File: src/verilog/fault_irq_pkg.sv
// Package with register map, field layout and types for the fault block
package fault_irq_pkg;
	localparam int ADDR_W = 12;
	localparam int NUM_EVENTS = 3;
	localparam int PUBLISH_CHANNEL_INDEX_W = 16;
	// Register byte offsets
	localparam logic [ADDR_W-1:0] OFF_EVT_RAM = 12'h100;
	localparam logic [ADDR_W-1:0] OFF_EVT_FLASH = 12'h104;
	localparam logic [ADDR_W-1:0] OFF_EVT_PERIPH = 12'h108;
	localparam logic [ADDR_W-1:0] OFF_PUBLISH = 12'h188;
	localparam logic [ADDR_W-1:0] OFF_FAULT_IRQ_ENABLE = 12'h300;
	localparam logic [ADDR_W-1:0] OFF_FAULT_IRQ_ENABLE_SET = 12'h304;
	localparam logic [ADDR_W-1:0] OFF_FAULT_IRQ_ENABLE_CLEAR = 12'h308;
	// Field positions
	localparam int POS_PUBLISH_CHANNEL_INDEX = 0;
	localparam int POS_PUB_EN = 31;
	localparam int POS_RAM = 0;
	localparam int POS_FLASH = 1;
	localparam int POS_PERIPH = 2;
	// Reset values
	localparam logic [PUBLISH_CHANNEL_INDEX_W-1:0] RST_PUBLISH_CHANNEL_INDEX = 16'h0000;
	localparam logic RST_PUB_EN = 1'b0;
	localparam logic [NUM_EVENTS-1:0] RST_FAULT_IRQ_ENABLE = 3'h0;
	localparam logic [NUM_EVENTS-1:0] RST_EVENTS = 3'h0;

	// Publish configuration fields
	typedef struct packed {
		logic enable;
		logic [PUBLISH_CHANNEL_INDEX_W-1:0] channel;
	} publish_cfg_t;

	// One decoded APB write
	typedef struct packed {
		logic wr;
		logic [ADDR_W-1:0] addr;
		logic [31:0] data;
	} reg_write_t;
endpackage : fault_irq_pkg

File: src/verilog/access_fault_event_irq_enable.sv
// Access fault events, publish and interrupt enable with an APB slave
`timescale 1ns/1ps
module access_fault_event_irq_enable #(
	parameter int NUM_CHANNELS = 16
) (
	input wire logic pclk, // Clock, 10 MHz
	input wire logic presetn, // Async reset, active low
	input wire logic psel, // APB select
	input wire logic penable, // APB access phase
	input wire logic pwrite, // APB direction, 1 = write
	input wire logic [fault_irq_pkg::ADDR_W-1:0] paddr, // APB byte address
	input wire logic [31:0] pwdata, // APB write data
	output logic [31:0] prdata, // APB read data
	output logic pready, // APB ready
	output logic pslverr, // APB error for unmapped address
	input wire logic ram_violation_detect, // RAM fault pulse
	input wire logic flash_violation_detect, // Flash fault pulse
	input wire logic periph_violation_detect, // Peripheral fault pulse
	output logic [NUM_CHANNELS-1:0] publish_channel, // Channel pulses
	output logic irq // Level interrupt
);
	import fault_irq_pkg::*;

	logic [NUM_EVENTS-1:0] detect;
	logic [NUM_EVENTS-1:0] events;
	logic [NUM_EVENTS-1:0] evt_wr;
	reg_write_t wr;
	logic mapped;
	publish_cfg_t pub_reg;
	publish_cfg_t pub_next;
	logic [NUM_EVENTS-1:0] fault_irq_enable_reg;
	logic [NUM_EVENTS-1:0] fault_irq_enable_next;
	logic [31:0] rdata_next;
	logic [31:0] rdata_reg;
	logic err_next;
	logic err_reg;
	logic irq_next;
	logic irq_reg;

	assign detect = {periph_violation_detect, flash_violation_detect,
		ram_violation_detect};

	// Single-cycle access phase: always ready
	assign pready = 1'b1;

	// Address decode
	always_comb begin
		case (paddr)
			OFF_EVT_RAM, OFF_EVT_FLASH, OFF_EVT_PERIPH, OFF_PUBLISH,
			OFF_FAULT_IRQ_ENABLE, OFF_FAULT_IRQ_ENABLE_SET, OFF_FAULT_IRQ_ENABLE_CLEAR: mapped = 1'b1;
			default: mapped = 1'b0;
		endcase
	end

	// Write strobe taken in the access phase
	always_comb begin
		wr.wr = psel && penable && pwrite && mapped;
		wr.addr = paddr;
		wr.data = pwdata;
		evt_wr[POS_RAM] = wr.wr && (wr.addr == OFF_EVT_RAM);
		evt_wr[POS_FLASH] = wr.wr && (wr.addr == OFF_EVT_FLASH);
		evt_wr[POS_PERIPH] = wr.wr && (wr.addr == OFF_EVT_PERIPH);
	end

	// Sticky event registers, one per event
	genvar g;
	generate
		for (g = 0; g < NUM_EVENTS; g++) begin : gen_evt
			fault_event_flag u_flag (
				.pclk(pclk),
				.presetn(presetn),
				.detect(detect[g]),
				.sw_write(evt_wr[g]),
				.sw_value(pwdata[0]),
				.flag(events[g])
			);
		end
	endgenerate

	// Publish path for the peripheral fault
	fault_publish #(
		.NUM_CHANNELS(NUM_CHANNELS)
	) u_publish (
		.pclk(pclk),
		.presetn(presetn),
		.cfg(pub_reg),
		.event_pulse(periph_violation_detect),
		.channel_pulse(publish_channel)
	);

	// Configuration and enable next values
	always_comb begin
		pub_next = pub_reg;
		fault_irq_enable_next = fault_irq_enable_reg;
		if (wr.wr) begin
			case (wr.addr)
				OFF_PUBLISH: begin
					pub_next.channel = wr.data[POS_PUBLISH_CHANNEL_INDEX +: PUBLISH_CHANNEL_INDEX_W];
					pub_next.enable = wr.data[POS_PUB_EN];
				end
				OFF_FAULT_IRQ_ENABLE: begin
					fault_irq_enable_next[POS_RAM] = wr.data[POS_RAM];
					fault_irq_enable_next[POS_FLASH] = wr.data[POS_FLASH];
					fault_irq_enable_next[POS_PERIPH] = wr.data[POS_PERIPH];
				end
				OFF_FAULT_IRQ_ENABLE_SET: begin
					// Zero bits leave enables untouched
					fault_irq_enable_next = fault_irq_enable_reg | wr.data[NUM_EVENTS-1:0];
				end
				OFF_FAULT_IRQ_ENABLE_CLEAR: begin
					fault_irq_enable_next = fault_irq_enable_reg & ~wr.data[NUM_EVENTS-1:0];
				end
				default: begin
					fault_irq_enable_next = fault_irq_enable_reg;
				end
			endcase
		end
	end

	// Read data, error and interrupt next values
	always_comb begin
		rdata_next = 32'h0000_0000;
		err_next = 1'b0;
		if (psel && !penable && !pwrite) begin
			case (paddr)
				OFF_EVT_RAM: rdata_next[0] = events[POS_RAM];
				OFF_EVT_FLASH: rdata_next[0] = events[POS_FLASH];
				OFF_EVT_PERIPH: rdata_next[0] = events[POS_PERIPH];
				OFF_PUBLISH: begin
					rdata_next[POS_PUBLISH_CHANNEL_INDEX +: PUBLISH_CHANNEL_INDEX_W] = pub_reg.channel;
					rdata_next[POS_PUB_EN] = pub_reg.enable;
				end
				OFF_FAULT_IRQ_ENABLE, OFF_FAULT_IRQ_ENABLE_SET, OFF_FAULT_IRQ_ENABLE_CLEAR:
					rdata_next[NUM_EVENTS-1:0] = fault_irq_enable_reg;
				default: rdata_next = 32'h0000_0000;
			endcase
		end
		if (psel && !penable && !mapped)
			err_next = 1'b1;
		irq_next = |(events & fault_irq_enable_reg);
	end

	// Register all state
	always_ff @(posedge pclk or negedge presetn) begin
		if (!presetn) begin
			pub_reg <= '{enable: RST_PUB_EN, channel: RST_PUBLISH_CHANNEL_INDEX};
			fault_irq_enable_reg <= RST_FAULT_IRQ_ENABLE;
			rdata_reg <= 32'h0000_0000;
			err_reg <= 1'b0;
			irq_reg <= 1'b0;
		end else begin
			pub_reg <= pub_next;
			fault_irq_enable_reg <= fault_irq_enable_next;
			rdata_reg <= rdata_next;
			err_reg <= err_next;
			irq_reg <= irq_next;
		end
	end

	assign prdata = rdata_reg;
	assign pslverr = err_reg && psel && penable;
	assign irq = irq_reg;
endmodule : access_fault_event_irq_enable

File: src/verilog/fault_event_flag.sv
// One sticky event flag: hardware sets, software writes the event register
`timescale 1ns/1ps
module fault_event_flag (
	input wire logic pclk, // Clock
	input wire logic presetn, // Async reset, active low
	input wire logic detect, // Violation detect pulse
	input wire logic sw_write, // Software writes this event register
	input wire logic sw_value, // Bit 0 of the written data
	output logic flag // Event register state
);
	import fault_irq_pkg::*;
	logic flag_reg;
	logic flag_next;

	// Detection wins over a software write in the same cycle
	always_comb begin
		flag_next = flag_reg;
		if (sw_write)
			flag_next = sw_value;
		if (detect)
			flag_next = 1'b1;
	end

	// Flag register
	always_ff @(posedge pclk or negedge presetn) begin
		if (!presetn)
			flag_reg <= 1'b0;
		else
			flag_reg <= flag_next;
	end

	assign flag = flag_reg;
endmodule : fault_event_flag

File: src/verilog/fault_publish.sv
// Publish path: pulses the selected channel when an event fires
`timescale 1ns/1ps
module fault_publish #(
	parameter int NUM_CHANNELS = 16
) (
	input wire logic pclk, // Clock
	input wire logic presetn, // Async reset, active low
	input fault_irq_pkg::publish_cfg_t cfg, // Publish configuration
	input wire logic event_pulse, // Event occurred this cycle
	output logic [NUM_CHANNELS-1:0] channel_pulse // One-hot channel pulses
);
	import fault_irq_pkg::*;
	logic [NUM_CHANNELS-1:0] pulse_reg;
	logic [NUM_CHANNELS-1:0] pulse_next;

	initial begin
		if (NUM_CHANNELS < 1 || NUM_CHANNELS > (1 << PUBLISH_CHANNEL_INDEX_W))
			$error("NUM_CHANNELS out of range");
	end

	// Decode the channel; out-of-range index or disabled publishes nothing
	always_comb begin
		pulse_next = '0;
		if (event_pulse && cfg.enable) begin
			for (int i = 0; i < NUM_CHANNELS; i++) begin
				if (cfg.channel == PUBLISH_CHANNEL_INDEX_W'(i))
					pulse_next[i] = 1'b1;
			end
		end
	end

	// Registered channel output
	always_ff @(posedge pclk or negedge presetn) begin
		if (!presetn)
			pulse_reg <= '0;
		else
			pulse_reg <= pulse_next;
	end

	assign channel_pulse = pulse_reg;
endmodule : fault_publish
File: config.mk
export PLATFORM = sky130hd
export DESIGN_NAME = access_fault_event_irq_enable
export DESIGN_NICKNAME = d
export VERILOG_FILES = /design/src/verilog/fault_irq_pkg.sv /design/src/verilog/access_fault_event_irq_enable.sv /design/src/verilog/fault_event_flag.sv /design/src/verilog/fault_publish.sv
export SDC_FILE = /design/constraint.sdc
export NUM_CORES = 1
export LEC_CHECK = 0
export BUFFER_PORTS_ARGS = -buffer_cell sky130_fd_sc_hd__buf_2
export CAP_MARGIN = 20
export CORE_ASPECT_RATIO = 1.75
export CORE_MARGIN = 5
export CORE_UTILIZATION = 40
export DETAILED_ROUTE_END_ITERATION = 8
export PLACE_DENSITY = 0.75
export SLEW_MARGIN = 10
export SYNTH_ARGS = -nofsm -noshare
export SYNTH_HDL_FRONTEND = slang
export SYNTH_SLANG_ARGS = --single-unit
File: constraint.sdc
create_clock -name pclk -period 1.5 [get_ports pclk]
set_input_delay 0.075 -clock pclk [delete_from_list [all_inputs] [get_ports pclk]]
set_output_delay 0.075 -clock pclk [all_outputs]
set_load 0.03 [all_outputs]
# ---- Word-level counts from Yosys, hierarchy flattened
# Cells that the tools add are included.
dict set report word_totals {
  reg_bits 73
  inputBits 52
  out_inout_bits 51
  word_cells 92
}
dict set report classes {
  n_eq_ne 22
  n_mux 31
  n_bitwise 4
  reduce_logical 25
}
# op n
set ops {}
lappend ops {{$eq 16x4->1 const B} 8}
lappend ops {{$eq 16x3->1 const B} 4}
lappend ops {{$eq 12x9->1 const B} 4}
lappend ops {{$eq 12x10->1 const B} 3}
lappend ops {{$eq 16x2->1 const B} 2}
lappend ops {{$mux 32} 1}
lappend ops {{$mux 1} 25}
lappend ops {{$eq 16x1->1 const B} 1}
lappend ops {{$logic_not 16->1} 1}
lappend ops {{$mux 16} 1}
lappend ops {{$mux 13} 1}
lappend ops {{$logic_and 1x1->1} 12}
lappend ops {{$pmux 3 s3} 1}
lappend ops {{$reduce_or 7->1} 1}
lappend ops {{$and 3x3->3} 2}
lappend ops {{$reduce_bool 2->1} 3}
lappend ops {{$reduce_or 3->1} 2}
lappend ops {{$pmux 1 s5} 1}
lappend ops {{$pmux 2 s2} 1}
lappend ops {{$reduce_and 2->1} 2}
lappend ops {{$logic_not 1->1} 3}
lappend ops {{$not 3->3} 1}
lappend ops {{$or 3x3->3} 1}
lappend ops {{$reduce_bool 3->1} 1}

# ---- Depth between registers and ports, before layout
dict set report logic_depth {
  word_depth 7
  depth_mapped 6
  mapped_depth_nobuf 4
}

# ---- Modules after synthesis
# A second synthesis with hierarchy kept.
dict set report unflattened {
  hier_cells 205
  hier_area_um2 2531.2
}
# module n_inst cells_per_inst area_per_inst_um2 seq_area_each_um2
set by_module_without_submodules {}
lappend by_module_without_submodules {access_fault_event_irq_enable 1 150 1801.7 975.9}
lappend by_module_without_submodules {fault_publish 1 46 609.3 400.4}
lappend by_module_without_submodules {fault_event_flag 3 3 40.0 25.0}

# ---- Least setup slack after synthesis
# No wires, ideal clock.
dict set report synth_timing {
  path_type {input port to flip-flop}
  start {input paddr[2] (netlist name)}
  end {register pub_reg[10] (netlist name)}
  setup_ps 125
  arrival_time_ps 1562
  required_time_ps 1375
  path_slack_ps -187
  stages 6
  path_buffers 2
  cell_sequence {buf_6 > or4b_4 > nor3_4 > nand2_4 > buf_6 > mux2_4}
}
dict set report synth_between {
  elab_chain_cells 5
  word_cells_on_any_way 11
  classes_between {eq/ne (7); mux (1); reduce/logical (3)}
}
# element line_no
set synth_lines {}
lappend synth_lines {{start: declaration} access_fault_event_irq_enable.sv:11} ;# input wire logic [fault_irq_pkg::ADDR_W-1:0] paddr,
lappend synth_lines {{$eq 12x9->1 (tied with other cells)} access_fault_event_irq_enable.sv:48} ;# case (paddr)
lappend synth_lines {{$reduce_or 7->1} access_fault_event_irq_enable.sv:48}
lappend synth_lines {{$mux 1} access_fault_event_irq_enable.sv:48}
lappend synth_lines {{$logic_and 1x1->1} access_fault_event_irq_enable.sv:57} ;# wr.wr = psel && penable && pwrite && mapped;
lappend synth_lines {{$reduce_and 2->1 (no source line) *} n/a}
lappend synth_lines {{end signal: assignment} access_fault_event_irq_enable.sv:146} ;# pub_reg <= '{enable: RST_PUB_EN, channel: RST_PUBLISH_CHANNEL_INDEX};
lappend synth_lines {{end signal: assignment} access_fault_event_irq_enable.sv:152} ;# pub_reg <= pub_next;
lappend synth_lines {{end: declaration} access_fault_event_irq_enable.sv:29} ;# publish_cfg_t pub_reg;
# Every way passes the cells marked *; elsewhere a longest branch is shown, timed or not.
# A chain may end at the register's enable or synchronous reset.

# ---- Final worst setup path
dict set report layout_timing {
  start {register pub_reg[9] (netlist name)}
  end {register u_publish.pulse_reg[2] (netlist: u_publish.channel_pulse[2])}
}
dict set report layout_between {
  elab_chain_cells 3
}
# element line_no
set layout_lines {}
lappend layout_lines {{$eq 16x2->1} fault_publish.sv:26} ;# if (cfg.channel == PUBLISH_CHANNEL_INDEX_W'(i))
lappend layout_lines {{$mux 1} fault_publish.sv:26}
lappend layout_lines {{$mux 16} fault_publish.sv:24} ;# if (event_pulse && cfg.enable) begin
lappend layout_lines {{via u_publish.pulse_next[2]} fault_publish.sv:14} ;# logic [NUM_CHANNELS-1:0] pulse_next;
lappend layout_lines {{end signal: assignment} fault_publish.sv:37} ;# pulse_reg <= pulse_next;
lappend layout_lines {{end: declaration} fault_publish.sv:13} ;# logic [NUM_CHANNELS-1:0] pulse_reg;
# The timed path passes the listed nets, and every way through them passes these cells.

==> qor.txt <==
Status: finished, violations left
Failing checks: negative setup slack
Crit. Startpoint: pub_reg[9]
ANT nets after route: 0
Number of flops mapped to enable cells by yosys: 0
Min-Delay Path Depth: 3
Nets: 385
Clock-pin slew on the worst setup and hold paths: 60 ps
DRC: 0
Initial antenna violation count: 0
Dpl hpwl: 4190 um
DIE WIDTH: 70.0 um
P_leak: 0.00194 uW
Post-synth ARST share: 100%
H-tree levels: 3
Worst-skew pair later-pin latency: 340 ps
Drt initial violations: 63
Number of buffers added on ports: 71
Setup CP Type: flip-flop to flip-flop
Maximum vdd drop: 571 uV
Root buffer cell: clkbuf_8
R2r startpoint: pub_reg[9]
Total track usage: 14.7%
Sequential area share after synthesis: 57.6%
RSZ-0062 raised after global routing: yes
Delay-heaviest family, CP: simple AND/OR/NAND/NOR gates
Initial core utilization: 40.7%
Worst-path fanout max: 4
Final min period: 1530 ps
Fin crit share: 102%
Number of global-route vias before repair: 1974
TritonCTS clock tree: yes
Total power: 3610 uW
Clock sink count: 58
Dpl ws: -255 ps
Die height: 115 um
Final WS setup: -32.5 ps
Critical path buffers and inverters: 0
DR WL/cell: 13.9 um
Gpl congestion: 0.880
Synthesized area: 2520 sq um
Mapped Avg Cell Area: 12.5 sq um
Synth top area share: 57.6%
Max Clock Skew: 8.82 ps
Register bit count reported by yosys: 58
Hold_sp: penable
Critical Path Sink Type: flip-flop
Final setup viols: 4
Total core area: 6180 sq um
Setup TNS: -75.0 ps
Max Cap Viol: 0
Distinct cells, synth: 43
Final Max Slew Viols: 0
Layout area overhead: 44.7%
Std cell rows: 38
Slowest CP cell: or3b_4
Ys flop type: dfrtp_1
Final hold vios: 0
Antenna Cells: 0
Yosys warns: 0
Worst setup SP type: flip-flop
Cell taking the most area after synthesis: dfrtp_1
FF-to-FF path depth: 4
Largest stage delay, worst path: 430 ps
Data required time of the worst path: 1770 ps
Most frequent cells in the layout: 71 x buf_2, 58 x dfrtp_1, 33 x buf_4, 21 x nor2_1, 21 x dlygate4sd3_1
Crit. path cell count: 4
Hold crit path type: input pin to flip-flop
Total Wirelength: 5810 um
Cells after Synth: 201
Die Area: 8050 sq um
I/O pin total: 103
Power density cells: 992 nW/um^2
Largest net degree at the start of global routing: 47
Via Count: 1961
Total gr overflow: 0
Critical Path AT: 1800 ps
Vias per inst: 4.69
Commonest non-fill, non-tap cell in the layout: buf_2
Num CTS Buffers: 9
Critical-path cell list: nor4_2, and3_1, or3b_4, nor2_1
Largest cells by area after synthesis: dfrtp_1 58%, mux2_4 6.0%, buf_4 4.8%
Wire length of the first global-routing pass: 9000 um
Layout cells sized above 1: 45.3%
1st-pass router iterations: 4
Max clock buf depth: 2
Maximum clock rate: 653 MHz
==> per-stage QoR <==
step	hold WS (ps)	instances	util, %	area [sq um]
floorplan	-221	215	-	2580
global placement	-19.6	380	50.8	3140
detailed placement	-15.6	380	50.8	3140
CTS	23.1	417	58.4	3610
global route	44.4	418	58.9	3640
finish	42.8	418	58.9	3640
==> worst paths after layout <==
check / slack (ps) / end
worst max-delay path: -30 / u_publish.channel_pulse[2]
worst min-delay path: 40 / err_reg
worst max register to register: -30 / u_publish.channel_pulse[2]
worst min register to register: 560 / prdata[31]
max in group asynchronous: 760 / u_publish.channel_pulse[10]
min in group asynchronous: 210 / prdata[7]
==> repair_timing <==
action	CTS	global route
endpoints found under the setup margin	4	9
pin swaps	2	2
hold buffers	21	0
endpoints found under the hold margin	78	0
buffers inserted	0	1
gates resized for setup	2	6
==> tightest hold or removal path: stages <==
cell	delay, ps
buf_2	100
inv_1	50
o211a_1	110
==> power by group <==
part	switching [uW]	total (uW)	internal, uW
clock	589	1780	1190
combinational	155	270	115
sequential	1.36	1570	1570
==> synthesized netlist by cell type, types with 2 or more instances <==
| cell type | number |
|---|---|
| a32oi_1 | 2 |
| and2_1 | 14 |
| nand2b_1 | 2 |
| mux2_2 | 7 |
| nor3_1 | 3 |
| nand3b_1 | 3 |
| nor4_1 | 5 |
| nor2_1 | 24 |
| or4b_4 | 2 |
| a21o_1 | 3 |
| and3_1 | 3 |
| or4_1 | 3 |
| a41oi_1 | 3 |
| conb_1 | 2 |
| or3_1 | 2 |
| nor4_2 | 2 |
| nand3_1 | 4 |
| buf_6 | 2 |
| buf_4 | 16 |
| inv_1 | 6 |
| dfrtp_1 | 58 |
| mux2i_1 | 4 |
| mux2_4 | 10 |
| nand2_1 | 2 |
==> per-layer routing <==
| metal | up-vias | global-route usage, % | routed length (um) |
|---|---|---|---|
| li1 | 946 | - | - |
| met1 | 938 | 14.4 | 2120 |
| met2 | 62 | 27.4 | 3200 |
| met3 | 15 | 2.89 | 314 |
| met4 | 0 | 10.1 | 179 |
| met5 | - | 0 | 0 |
==> cells by family (layout without fill, tap and decap cells) <==
logic type	after synthesis	count (layout)	synth area share, %
other	2	16	0.298
DFF	58	58	57.6
and+or+nand+nor	78	78	19.2
xor gates and xnor gates	1	1	0.348
AOI/OAI and AO/OA	16	16	5.17
buffers and inverters	25	148	6.71
muxes	21	21	10.7
==> final cells by class <==
cell class	count	area, sq um
clock inverters	5	100
well taps	80	100
flip-flops and latches	58	1450
inverters	6	22.5
fillers	550	2540
repair buffers	126	833
clock buffers	11	151
multi-input cells	132	985
Note: power is estimated with default switching activity, not from simulation.
